$ cat config.mk
export PLATFORM = sky130hd
export DESIGN_NAME = crc_frame_ctrl
export DESIGN_NICKNAME = d
export VERILOG_FILES = /design/src/verilog/crc_frame_pkg.sv /design/src/verilog/crc_frame_ctrl.sv
export VERILOG_INCLUDE_DIRS = /design/src /design/src/verilog
export SDC_FILE = /design/constraint.sdc
export NUM_CORES = 1
export LEC_CHECK = 0
export ABC_AREA = 1
export BUFFER_PORTS_ARGS = -buffer_cell sky130_fd_sc_hd__buf_2
export CORE_ASPECT_RATIO = 0.7
export CORE_MARGIN = 8
export CORE_UTILIZATION = 54
export CTS_CLUSTER_SIZE = 25
export DETAILED_ROUTE_END_ITERATION = 6
export PLACE_DENSITY = 0.78
export SETUP_SLACK_MARGIN = 0.02
export SYNTH_ARGS = -nofsm -noshare
export SYNTH_HDL_FRONTEND = slang
export SYNTH_SLANG_ARGS = --single-unit
$ cat constraint.sdc
create_clock -name ref_clk -period 2.34 [get_ports ref_clk]
set_input_delay 0.117 -clock ref_clk [delete_from_list [all_inputs] [get_ports ref_clk]]
set_output_delay 0.117 -clock ref_clk [all_outputs]
set_load 0.01 [all_outputs]
$ cat src/verilog/crc_frame_map.svh
// Purpose: Register map, field positions and timing for the CRC/framing block
// Assumes: Byte-wide register port, 250 MHz reference clock
// Notes: Register offsets are byte addresses
`ifndef CRC_FRAME_MAP_SVH
`define CRC_FRAME_MAP_SVH
`define OFS_TX_TRIM 8'h2B
`define OFS_TX_CHECK 8'h2C
`define OFS_RX_CHECK 8'h2D
`define OFS_TX_FRAME 8'h2E
`define OFS_IRQ_STATUS 8'h38
`define OFS_IRQ_MASK 8'h39
`define RST_REG 8'h00
// Field positions: CHK_* shared by both check registers, RX_TO_FIFO receive only, FRM_* in the frame register
`define CHK_EN 0
`define CHK_INV 1
`define CHK_KIND_LO 2
`define CHK_SEL_LO 4
`define RX_TO_FIFO 7
`define FRM_LAST_LO 0
`define FRM_PAYLOAD 3
`define FRM_GRID 4
// Interrupt status bits
`define IRQ_TX_DONE 0
`define IRQ_RX_DONE 1
`define IRQ_CRC_ERR 2
// Reflected polynomials, LSB-first shifting
`define POLY16 16'h8408
`define POLY8 16'h00B8
`define POLY5 16'h0012
`define CLK_MHZ 250
`define ETU_NS 9440
`endif

$ cat src/verilog/crc_frame_pkg.sv
// Purpose: Types for the CRC/framing block
// Assumes: Constants come from crc_frame_map.svh
// Notes: All block state lives in blkState_t
package crc_frame_pkg;
  typedef enum logic [1:0] {CK_CRC5, CK_CRC8, CK_CRC16, CK_RFU} chkKind_t;
  typedef enum logic [1:0] {ST_IDLE, ST_DATA, ST_CHECK, ST_SYMBOL} txState_t;
  typedef struct packed {
    logic [7:0] addr;
    logic [7:0] wdata;
    logic we;
    logic re;
  } regReq_t;
  typedef struct packed {
    logic bit_;
    logic valid;
    logic end_;
    logic start;
  } rxIn_t;
  typedef struct packed {
    txState_t st;
    logic [7:0] trim;
    logic [6:0] txCfg;
    logic [7:0] rxCfg;
    logic [4:0] frm;
    logic [2:0] irqSt;
    logic [2:0] irqMsk;
    logic [7:0] rdata;
    logic [15:0] etu;
    logic [7:0] txSh;
    logic [4:0] txCnt;
    logic [3:0] txLim;
    logic txLastByte;
    logic needByte;
    logic [15:0] txCrc;
    logic txBit;
    logic txBitValid;
    logic txSymbol;
    logic [15:0] rxCrc;
    logic [15:0] rxSh;
    logic [4:0] rxCnt;
    logic [7:0] rxAsm;
    logic [3:0] rxAsmCnt;
    logic [7:0] rxByte;
    logic rxByteValid;
    logic [2:0] rxPartBits;
  } blkState_t;
endpackage : crc_frame_pkg
$ cat src/verilog/crc_frame_ctrl.sv
// Purpose: CRC generation/check and transmit framing with register port
// Assumes: Inputs synchronous to ref_clk; one RF bit per ETU
// Notes: Registers at 0x2B..0x2E, interrupt status/mask at 0x38/0x39
`timescale 1ns/100ps
`include "crc_frame_map.svh"
module crc_frame_ctrl
  import crc_frame_pkg::*;
#(
  parameter int ETU_CYCLES = `ETU_NS * `CLK_MHZ / 1000
) (
  input wire logic ref_clk,
  input wire logic rst,
  input regReq_t busReq,
  output logic [7:0] busRdata,
  output logic irq,
  input wire logic txGo,
  input wire logic [7:0] txData,
  input wire logic txValid,
  input wire logic txLast,
  output logic txReady,
  output logic txBit,
  output logic txBitValid,
  output logic txSymbol,
  output logic txBusy,
  input rxIn_t rxIn,
  output logic [7:0] rxByte,
  output logic rxByteValid,
  output logic [2:0] rxPartBits,
  input wire logic [15:0] userPreset16,
  input wire logic [7:0] userPreset8,
  input wire logic [4:0] userPreset5,
  output logic [3:0] overshootPhaseOneLen,
  output logic [3:0] loadCurrentTrim
);

  // The grid counter is 16 bits wide and must reload to at least 1
  if (ETU_CYCLES < 2 || ETU_CYCLES > 65535) begin : g_etu_range
    $error("ETU_CYCLES out of range");
  end

  localparam logic [15:0] ETU_RELOAD = 16'(ETU_CYCLES - 1);

  blkState_t s;
  blkState_t next_s;

  // Width 0 marks the reserved kind: nothing appended or checked
  function automatic logic [4:0] kindWidth(input chkKind_t k);
    case (k)
      CK_CRC5: kindWidth = 5'd5;
      CK_CRC8: kindWidth = 5'd8;
      CK_CRC16: kindWidth = 5'd16;
      default: kindWidth = 5'd0;
    endcase
  endfunction : kindWidth

  // One LSB-first shift of a reflected CRC held in the low bits
  function automatic logic [15:0] crcStep(input logic [15:0] c,
      input logic b, input chkKind_t k);
    logic [15:0] r;
    r = {1'b0, c[15:1]};
    if (c[0] ^ b) begin
      case (k)
        CK_CRC5: r = r ^ `POLY5;
        CK_CRC8: r = r ^ `POLY8;
        default: r = r ^ `POLY16;
      endcase
    end
    crcStep = r;
  endfunction : crcStep

  // Code 6 reads static preset inputs; their storage lies outside
  // Undefined codes start from zero
  function automatic logic [15:0] initVal(input chkKind_t k,
      input logic [2:0] sel);
    logic [15:0] v;
    v = 16'h0000;
    case (k)
      CK_CRC16: begin
        case (sel)
          3'h1: v = 16'h6363;
          3'h2: v = 16'hA671;
          3'h3: v = 16'hFFFE;
          3'h6: v = userPreset16;
          3'h7: v = 16'hFFFF;
          default: v = 16'h0000;
        endcase
      end
      CK_CRC8: begin
        case (sel)
          3'h1: v = 16'h0012;
          3'h2: v = 16'h00BF;
          3'h3: v = 16'h00FD;
          3'h6: v = {8'h00, userPreset8};
          3'h7: v = 16'h00FF;
          default: v = 16'h0000;
        endcase
      end
      CK_CRC5: begin
        case (sel)
          3'h1: v = 16'h0012;
          3'h6: v = {11'h000, userPreset5};
          3'h7: v = 16'h001F;
          default: v = 16'h0000;
        endcase
      end
      default: v = 16'h0000;
    endcase
    initVal = v;
  endfunction : initVal

  function automatic logic [15:0] widthMask(input logic [4:0] w);
    widthMask = 16'((32'h1 << w) - 1);
  endfunction : widthMask

  function automatic logic [15:0] bitRev(input logic [15:0] v);
    for (int i = 0; i < 16; i++) begin
      bitRev[i] = v[15 - i];
    end
  endfunction : bitRev

  chkKind_t txKind;
  chkKind_t rxKind;
  logic [4:0] txW;
  logic [4:0] rxW;
  logic etuTick;
  logic rxOld;
  logic rxByteBit;
  logic rxByteBitOk;
  logic [15:0] rxRecv;
  logic [15:0] rxExp;
  logic [15:0] txOut;

  assign txKind = chkKind_t'(s.txCfg[`CHK_KIND_LO +: 2]);
  assign rxKind = chkKind_t'(s.rxCfg[`CHK_KIND_LO +: 2]);
  assign txW = kindWidth(txKind);
  assign rxW = kindWidth(rxKind);
  assign etuTick = (s.etu == 16'h0000);
  // Ready is combinational so a byte offered now is taken at this edge
  assign txReady = (s.st == ST_DATA) && s.needByte;
  assign rxOld = s.rxSh[4'(rxW - 5'd1)];
  // Received CRC arrives LSB first, so the oldest held bit is bit 0
  assign rxRecv = bitRev(s.rxSh) >> (5'd16 - rxW);
  assign rxExp = (s.rxCrc ^ (s.rxCfg[`CHK_INV] ? 16'hFFFF : 16'h0000))
      & widthMask(rxW);
  // Complement only touches what goes on air; the running value stays plain
  assign txOut = s.txCrc ^ (s.txCfg[`CHK_INV] ? 16'hFFFF : 16'h0000);

  // With to-FIFO off, bytes come from the delayed stream so the last
  // W bits (the CRC) never reach the byte output
  always_comb begin
    if (s.rxCfg[`RX_TO_FIFO]) begin
      rxByteBit = rxIn.bit_;
      rxByteBitOk = 1'b1;
    end else if (rxW == 5'd0) begin
      // Reserved kind has no trailer, so nothing is withheld
      rxByteBit = rxIn.bit_;
      rxByteBitOk = 1'b1;
    end else begin
      rxByteBit = rxOld;
      rxByteBitOk = (s.rxCnt >= rxW);
    end
  end

  always_comb begin
    next_s = s;
    next_s.rdata = 8'h00;
    next_s.txBitValid = 1'b0;
    next_s.rxByteValid = 1'b0;

    // Register port
    // Unmapped writes fall through and change nothing
    if (busReq.we) begin
      if (busReq.addr == `OFS_TX_TRIM) begin
        next_s.trim = busReq.wdata;
      end else if (busReq.addr == `OFS_TX_CHECK) begin
        next_s.txCfg = busReq.wdata[6:0];
      end else if (busReq.addr == `OFS_RX_CHECK) begin
        next_s.rxCfg = busReq.wdata;
      end else if (busReq.addr == `OFS_TX_FRAME) begin
        next_s.frm = busReq.wdata[4:0];
      end else if (busReq.addr == `OFS_IRQ_STATUS) begin
        next_s.irqSt = s.irqSt & ~busReq.wdata[2:0];
      end else if (busReq.addr == `OFS_IRQ_MASK) begin
        next_s.irqMsk = busReq.wdata[2:0];
      end
    end
    // Read data stands one cycle, then returns to zero
    if (busReq.re) begin
      if (busReq.addr == `OFS_TX_TRIM) begin
        next_s.rdata = s.trim;
      end else if (busReq.addr == `OFS_TX_CHECK) begin
        next_s.rdata = {1'b0, s.txCfg};
      end else if (busReq.addr == `OFS_RX_CHECK) begin
        next_s.rdata = s.rxCfg;
      end else if (busReq.addr == `OFS_TX_FRAME) begin
        next_s.rdata = {3'b000, s.frm};
      end else if (busReq.addr == `OFS_IRQ_STATUS) begin
        next_s.rdata = {5'b00000, s.irqSt};
      end else if (busReq.addr == `OFS_IRQ_MASK) begin
        next_s.rdata = {5'b00000, s.irqMsk};
      end else begin
        next_s.rdata = 8'h00;
      end
    end

    // Free-running ETU grid; a free start restarts it
    next_s.etu = etuTick ? ETU_RELOAD : s.etu - 16'h0001;

    // Transmit
    case (s.st)
      ST_IDLE: begin
        // Only idle looks at txGo, so a start while busy is lost
        if (txGo) begin
          next_s.txCrc = initVal(txKind, s.txCfg[`CHK_SEL_LO +: 3]);
          if (!s.frm[`FRM_GRID]) begin
            next_s.etu = ETU_RELOAD;
          end
          next_s.txCnt = 5'd0;
          next_s.needByte = 1'b1;
          next_s.st = s.frm[`FRM_PAYLOAD] ? ST_DATA : ST_SYMBOL;
        end
      end
      ST_DATA: begin
        if (s.needByte) begin
          // An empty source stalls here; no bits go out until a byte comes
          if (txValid) begin
            next_s.txSh = txData;
            next_s.txLastByte = txLast;
            next_s.txCnt = 5'd0;
            next_s.needByte = 1'b0;
            if (txLast && s.frm[`FRM_LAST_LO +: 3] != 3'b000) begin
              next_s.txLim = {1'b0, s.frm[`FRM_LAST_LO +: 3]};
            end else begin
              next_s.txLim = 4'd8;
            end
          end
        end else if (etuTick) begin
          // Bits go out on grid ticks only, so starts stay aligned
          next_s.txBit = s.txSh[0];
          next_s.txBitValid = 1'b1;
          next_s.txCrc = crcStep(s.txCrc, s.txSh[0], txKind);
          next_s.txSh = {1'b0, s.txSh[7:1]};
          next_s.txCnt = s.txCnt + 5'd1;
          if (s.txCnt + 5'd1 == {1'b0, s.txLim}) begin
            if (!s.txLastByte) begin
              next_s.needByte = 1'b1;
            end else if (s.txCfg[`CHK_EN] && txW != 5'd0) begin
              next_s.txCnt = 5'd0;
              next_s.st = ST_CHECK;
            end else begin
              next_s.st = ST_IDLE;
              next_s.irqSt[`IRQ_TX_DONE] = 1'b1;
            end
          end
        end
      end
      ST_CHECK: begin
        // Trailer goes out LSB first, one bit per grid tick
        if (etuTick) begin
          next_s.txBit = txOut[s.txCnt[3:0]];
          next_s.txBitValid = 1'b1;
          next_s.txCnt = s.txCnt + 5'd1;
          if (s.txCnt + 5'd1 == txW) begin
            next_s.st = ST_IDLE;
            next_s.irqSt[`IRQ_TX_DONE] = 1'b1;
          end
        end
      end
      default: begin
        // Symbol pattern: one ETU high, no payload and no CRC
        if (etuTick) begin
          if (!s.txSymbol) begin
            next_s.txSymbol = 1'b1;
          end else begin
            next_s.txSymbol = 1'b0;
            next_s.st = ST_IDLE;
            next_s.irqSt[`IRQ_TX_DONE] = 1'b1;
          end
        end
      end
    endcase

    // Receive
    // Start re-seeds the check; bits before a start fold into stale state
    if (rxIn.start) begin
      next_s.rxCrc = initVal(rxKind, s.rxCfg[`CHK_SEL_LO +: 3]);
      next_s.rxCnt = 5'd0;
      next_s.rxSh = 16'h0000;
      next_s.rxAsm = 8'h00;
      next_s.rxAsmCnt = 4'd0;
    end else if (rxIn.valid) begin
      next_s.rxSh = {s.rxSh[14:0], rxIn.bit_};
      if (s.rxCnt < 5'd16) begin
        next_s.rxCnt = s.rxCnt + 5'd1;
      end
      // CRC runs W bits behind so the trailer itself is never folded in
      if (s.rxCnt >= rxW && rxW != 5'd0) begin
        next_s.rxCrc = crcStep(s.rxCrc, rxOld, rxKind);
      end
      if (rxByteBitOk) begin
        next_s.rxAsm = {rxByteBit, s.rxAsm[7:1]};
        next_s.rxAsmCnt = s.rxAsmCnt + 4'd1;
        if (s.rxAsmCnt == 4'd7) begin
          next_s.rxByte = {rxByteBit, s.rxAsm[7:1]};
          next_s.rxByteValid = 1'b1;
          next_s.rxPartBits = 3'b000;
          next_s.rxAsmCnt = 4'd0;
        end
      end
    end else if (rxIn.end_) begin
      next_s.irqSt[`IRQ_RX_DONE] = 1'b1;
      if (s.rxCfg[`CHK_EN] && rxW != 5'd0) begin
        // A frame shorter than the CRC also counts as a mismatch
        if (s.rxCnt < rxW || rxRecv != rxExp) begin
          next_s.irqSt[`IRQ_CRC_ERR] = 1'b1;
        end
      end
      // Partial final byte is flushed right-aligned
      if (s.rxAsmCnt != 4'd0) begin
        next_s.rxByte = s.rxAsm >> (4'd8 - s.rxAsmCnt);
        next_s.rxByteValid = 1'b1;
        next_s.rxPartBits = s.rxAsmCnt[2:0];
        next_s.rxAsmCnt = 4'd0;
      end
    end

    // Events set after the clear above, so a same-cycle event wins
  end

  // Synchronous reset clears every field, so all outputs read zero
  always_ff @(posedge ref_clk) begin
    if (rst) begin
      s <= '0;
      s.st <= ST_IDLE;
      s.etu <= 16'h0000;
    end else begin
      s <= next_s;
    end
  end

  assign busRdata = s.rdata;
  // Level interrupt taken from registers, so it cannot glitch
  assign irq = |(s.irqSt & s.irqMsk);
  assign txBit = s.txBit;
  assign txBitValid = s.txBitValid;
  assign txSymbol = s.txSymbol;
  assign txBusy = (s.st != ST_IDLE);
  assign rxByte = s.rxByte;
  assign rxByteValid = s.rxByteValid;
  assign rxPartBits = s.rxPartBits;
  assign overshootPhaseOneLen = s.trim[7:4];
  assign loadCurrentTrim = s.trim[3:0];

endmodule : crc_frame_ctrl

# [Word-level counts from Yosys, hierarchy flattened]
# Cells that the tools add are included.
[classes] n_addsub=8 magnitude_cmp=5 eq_ne=38 shifts=3 n_mux=98 bitwise=22 n_reduce_logical=48
[op_table] operator="2-to-1 mux 16 bit" count=13
[op_table] operator="case mux 16 bit (5 select lines)" count=2
[op_table] operator="case mux 16 bit (3 select lines)" count=2
[op_table] operator="case mux 8 bit (5 select lines)" count=2
[op_table] operator="case mux 5 bit (3 select lines)" count=5
[op_table] operator="case mux 16 bit (2 select lines)" count=2
[op_table] operator="2-to-1 mux 49 bit" count=1
[op_table] operator="== test 8 x 6 -> 1 bit (second input constant)" count=6
[op_table] operator="2-to-1 mux 45 bit" count=1
[op_table] operator="2-to-1 mux 19 bit" count=2
[op_table] operator="2-to-1 mux 5 bit" count=7
[op_table] operator="case mux 17 bit (2 select lines)" count=1
[op_table] operator="subtractor 16 x 1 -> 16 bit (second input constant)" count=2
[op_table] operator="bitwise XOR 16 bit" count=2
[op_table] operator="2-to-1 mux 2 bit" count=15
[op_table] operator="2-to-1 mux 6 bit" count=5
[op_table] operator="2-to-1 mux 13 bit" count=2
[op_table] operator="2-to-1 mux 24 bit" count=1
[op_table] operator="2-to-1 mux 8 bit" count=3
[op_table] operator="2-to-1 mux 1 bit" count=21
[op_table] operator="2-to-1 mux 18 bit" count=1
[op_table] operator="nonzero test 2 bit" count=9
[op_table] operator="2-to-1 mux 17 bit" count=1
[op_table] operator="bitwise AND 16 bit" count=1
[op_table] operator="other kinds (53)" count=115
[totals] regBits=159 input_bits=64 out_inout_bits=34 wordCells=248

# [Depth between registers and ports, before layout]
[depth] ltp_word=14 depth_mapped=19

# [Least setup slack after synthesis]
# OpenSTA, ideal clock, no wires.
[synth_timing] kind="reg2reg" start="register s, in the netlist rxKind[0]" end="register s, in the netlist rxByte[2]" setup_time_ns=0.114 t_arrival_ns=2.289 setup_slack_ns=-0.063 stages_incl_launch_ff=19 cell_sequence="dfxtp_1 -> inv_1 -> ha_1 -> buf_2 -> buf_2 -> inv_1 -> ha_1 -> nand2_1 -> nor2_2 -> nand2_1 -> nand3_2 -> a21oi_2 -> nand2_1 -> nand2_4 -> nand2_4 -> buf_4 -> nand3_1 -> a21oi_1 -> nor2_1"
[synth_between] elab_chain_cells=7 elab_cells_between_ends=10 cone_classes="1 x order compare; 3 x eq/ne; 3 x mux; 3 x reduce/logical"
[synth_lines] element="start, declared" line="crc_frame_ctrl.sv:43" source="blkState_t s;"
[synth_lines] element="start signal, assigned" line="crc_frame_ctrl.sv:337" source="s <= next_s;"
[synth_lines] element="== test 2 bit (tied with other cells)" line="crc_frame_ctrl.sv:48" source="case (k)"
[synth_lines] element="case mux 5 bit (3 select lines) *" line="crc_frame_ctrl.sv:48"
[synth_lines] element=">= comparator 5 bit or logical NOT 5 bit (tied branches)" line="crc_frame_ctrl.sv:160, crc_frame_ctrl.sv:154"
[synth_lines] element="2-to-1 mux 1 bit *" line="crc_frame_ctrl.sv:154" source="end else if (rxW == 5'd0) begin"
[synth_lines] element="2-to-1 mux 1 bit *" line="crc_frame_ctrl.sv:151" source="if (s.rxCfg[`RX_TO_FIFO]) begin"
[synth_lines] element="!= test 2 x 1 -> 1 bit (no line) *"
[synth_lines] element="AND reduction 5 bit (no line) *"
# Every way passes the cells marked *; elsewhere a longest branch is shown, timed or not.
# A chain may end at the register's enable or synchronous reset.

# [Worst setup path in the final report]
[layout_timing] start="register s, in the netlist rxKind[0]" end="register s[49] in the netlist's numbering"
[layout_between] elab_chain_cells=10 elab_cells_between_ends=19 cone_classes="1 x add/sub; 1 x order compare; 2 x eq/ne; 9 x mux; 1 x bitwise; 5 x reduce/logical"
[layout_lines] element="== test 2 bit (tied with other cells)" line="crc_frame_ctrl.sv:48, crc_frame_ctrl.sv:77"
[layout_lines] element="case mux 5 bit (3 select lines)" line="crc_frame_ctrl.sv:48"
[layout_lines] element="subtractor 4 x 1 -> 4 bit" line="crc_frame_ctrl.sv:140" source="assign rxOld = s.rxSh[4'(rxW - 5'd1)];"
[layout_lines] element="binary-select mux 1 bit (select 4 bit)" line="crc_frame_ctrl.sv:140"
[layout_lines] element="2-to-1 mux 1 bit (not written as such)" line="crc_frame_ctrl.sv:140"
[layout_lines] element="bitwise XOR 1 bit" line="crc_frame_ctrl.sv:61" source="if (c[0] ^ b) begin"
[layout_lines] element="2-to-1 mux 16 bit" line="crc_frame_ctrl.sv:61"
[layout_lines] element="2-to-1 mux 16 bit" line="crc_frame_ctrl.sv:297" source="if (s.rxCnt >= rxW && rxW != 5'd0) begin"
[layout_lines] element="2-to-1 mux 45 bit" line="crc_frame_ctrl.sv:291" source="end else if (rxIn.valid) begin"
[layout_lines] element="2-to-1 mux 49 bit" line="crc_frame_ctrl.sv:285" source="if (rxIn.start) begin"
# Several ways; a longest one is shown, not always the timed one. The select of a mux whose other input is x is not followed.

==> run summary <==
Reg clk slew, reported paths: 0.07 ns
Crit Path Class: register to register
Worst Setup Start Kind: register
Worst EP arrival: 2.53 ns
DR vias/cell: 5.65
Die ar.: 23200 sq um
H-tree levels: 4
Mapped Nets: 1646
# placed instances: 1838
Register area share after synthesis: 31.8%
F_max: 454 MHz
Area fraction of the dominant cell type after synthesis: 31.8%
Share of power burned in registers: 42.9%
Clk pwr share: 34.9%
Largest net degree at the start of global routing: 42
Post-Syn Area: 10000 sq um
Max rail drop VDD: 556 uV
Later-pin clock latency in the skew report: 0.44 ns
Least-Margin Pin Slew: 0.558 ns
WL/cell: 15.9 um
Hold Crit Class: primary input to register
Status: completed
CP max FO: 17
Cell Pwr Density: 671 nW/um^2
Setup Slack @ Placement: 0.0260 ns
RSZ-0062 raised after global routing: yes
ANT cells: 0
Leading area contributor after synthesis: dfxtp_1
Max-cap violations: 0
Synth Flop Type: dfxtp_1
Row count: 41
Net Sw Frac: 34.2%
Core area: 18100 sq um
Internal: 4990 uW
Clock buffer depth: 2
Initial antenna violation count: 0
Slowest stage delay, CP: 0.37 ns
CP max stage cell: dfxtp_4
Net Switching: 2590 uW
Fraction of registers with async set/reset: 0%
Detail Route Antenna Nets: 0
Final hold vios: 0
Routed wire length: 30.0 mm
Number of synthesized register bits: 159
Die Wd: 179 um
Worst EP required: 2.67 ns
Cells after synthesis: 1562
Post-synth EDFFs: 0
Global placement routability congestion: 0.980
Vias: 10700
Root buffer cell: clkbuf_16
Clk sinks: 159
Critical path cell sequence: inv_4, ha_1, inv_1, ha_1, a21oi_1, nand3_2, a21oi_2, inv_1, nand2_1, nand2_2, buf_8, o21ai_0, nor2_1
Slew Viols, Final: 0
Vias in the first global route: 9469
Layout Nets: 1722
Gate power share: 22.2%
Mean cell area of the mapped netlist: 6.41 sq um
Clock Skew: 0.0136 ns
TritonCTS clock tree: yes
Synth top area cells: dfxtp_1 (32%), nand2_1 (13%), a21oi_1 (7.7%)
DP HPWL: 22.7 mm
Layout cell share with drive strength beyond 1: 14.2%
Total global-route track usage: 25.6%
Most common cell in the netlist: nand2_1
Port bufs: 97
Starting Density: 55.3%
Detailed Routing Iterations Pass 1: 6
Setup violators final: 0
Post-synth top cells: nand2_1 (344), inv_1 (186), dfxtp_1 (159)
Grt ovf: 0
Die Y: 130 um
Num CTS Buffers: 17
Min cycle time layout: 2.20 ns
CP Capture Type: register
Post-synthesis cell type count: 47
Final Worst Setup Slack: 0.136 ns
Leak: 0.00500 uW
Area grow syn2layout: 12.8%
Period utilization: 94.2%
DRC violations left: 0
First-pass GRT wire length: 48.1 mm
Setup total negative slack: 0 ns
Cell Count, Final, Fillers Out: 1886
Max-slew headroom: 62.7%
Synth warn: 0
Fill count: 1620
DRT iter0 DRCs: 1419
Top Ports: 98
final cells by class:
cell class | instances | area (sq um) | share of cell area [%]
Clock buffer | 18 | 439 | 3.89
Clock inverter | 13 | 106 | 0.941
Inverter | 199 | 756 | 6.69
Multi-Input combinational cell | 1118 | 5600 | 49.6
Sequential cell | 159 | 3190 | 28.2
Tap cell | 236 | 295 | 2.61
Timing Repair Buffer | 143 | 913 | 8.09
per-layer routing:
| metal | wire length [um] | track usage (%) | vias up | part of all wire, % |
|---|---|---|---|---|
| li1 | - | - | 5229 | - |
| met1 | 14100 | 38.3 | 4779 | 47 |
| met2 | 11700 | 35.0 | 596 | 39 |
| met3 | 3650 | 6.44 | 46 | 12 |
| met4 | 541 | 7.17 | 0 | 1.8 |
| met5 | 0 | 0 | - | 0 |
kinds of logic (layout without fill, tap and decap cells):
| kind of cell | after synthesis | count (layout) | share of synthesized area, % |
|---|---|---|---|
| XOR/XNOR | 26 | 26 | 2.27 |
| adder cells (fa/ha/maj) | 20 | 20 | 2.50 |
| buffers and inverters | 285 | 373 | 12.9 |
| multiplexers | 1 | 1 | 0.0999 |
| flip-flops | 159 | 159 | 31.8 |
| AO/OA/AOI/OAI | 375 | 375 | 20.2 |
| AND/OR/NAND/NOR | 696 | 696 | 30.3 |
worst paths after layout:
kind,startpoint,end,slack (ns),depth (start not counted)
setup / recovery,rxKind[0],s[49],0.14,13
hold / removal,busReq[8],s[148],0.005,3
setup reg to reg,rxKind[0],s[49],0.14,13
hold reg to reg,s[16],s[16],0.46,2
critical path, delay by kind of cell, from the launching register on:
family	cells	cell delay [ns]
AO/OA/AOI/OAI	3	0.51
adder cells (fa/ha/maj)	2	0.47
buffers and inverters	4	0.38
flip-flops	1	0.37
AND/OR/NAND/NOR	4	0.37
metrics by stage:
stage          util [%]  power [uW]  instance area (sq um)  hold WS (ns)
6_report           62.4        7580                  11300       0.00493
5_1_grt            62.4        7940                  11300        0.0124
4_1_cts            61.9        7540                  11200       0.00148
3_5_place_dp       58.1        4910                  10500         0.379
3_3_place_gp       58.1        4880                  10500         0.377
2_1_floorplan         -        4470                  10000         0.259
layout by cell type (no fill, tap or decap), types with 2 or more instances in the layout:
cell type / synthesis / routed
o22ai_1: 9 / 9
nand3b_1: 6 / 6
clkinv_2: 1 / 3
nor2_1: 157 / 156
nand2_4: 4 / 3
dfxtp_1: 159 / 157
clkinv_4: 0 / 5
a211oi_1: 6 / 6
buf_12: 0 / 3
ha_1: 20 / 18
a22oi_1: 4 / 4
a31oi_1: 14 / 14
xor2_1: 19 / 19
dlygate4sd3_1: 0 / 15
or2_2: 2 / 2
o221ai_1: 7 / 7
inv_4: 1 / 3
nor2_4: 8 / 8
a221oi_1: 2 / 2
nand4_1: 10 / 10
buf_2: 21 / 97
o211ai_1: 15 / 15
a21oi_1: 154 / 154
nor2_2: 14 / 15
nand2_2: 14 / 16
nand3_2: 3 / 4
inv_2: 10 / 13
o21ai_1: 11 / 17
clkinvlp_4: 0 / 2
nor3_1: 25 / 25
inv_1: 186 / 181
o21ai_0: 147 / 141
clkbuf_16: 0 / 17
o21ai_2: 2 / 2
nand2_1: 344 / 341
buf_4: 42 / 27
nand2_8: 0 / 2
nand3_1: 104 / 103
xnor2_1: 7 / 7
inv_6: 0 / 3
sequential cells by signal, summed over array words and instances, names as in the netlist:
register / flops
s: 126
busRdata: 8
rxByte: 8
loadCurrentTrim: 4
overshootPhaseOneLen: 4
rxPartBits: 3
rxKind: 2
rxByteValid: 1
txBit: 1
txBitValid: 1
txSymbol: 1
timing repair:
action | 4_1_cts | 5_1_grt
endpoints found under the hold margin | 18 | 0
buffers inserted | 0 | 2
gates resized for setup | 0 | 24
hold buffers | 15 | 0
endpoints found under the setup margin | 0 | 37
power by group through the flow:
stage / sequential [uW] / combinational, uW / clock [uW]
6_report: 3250 / 1690 / 2650
5_1_grt: 3290 / 1890 / 2770
4_1_cts: 3240 / 1660 / 2640
3_5_place_dp: 3290 / 1620 / 0
3_3_place_gp: 3290 / 1590 / 0
2_1_floorplan: 3230 / 1250 / 0
(Power assumes the default switching activity.)
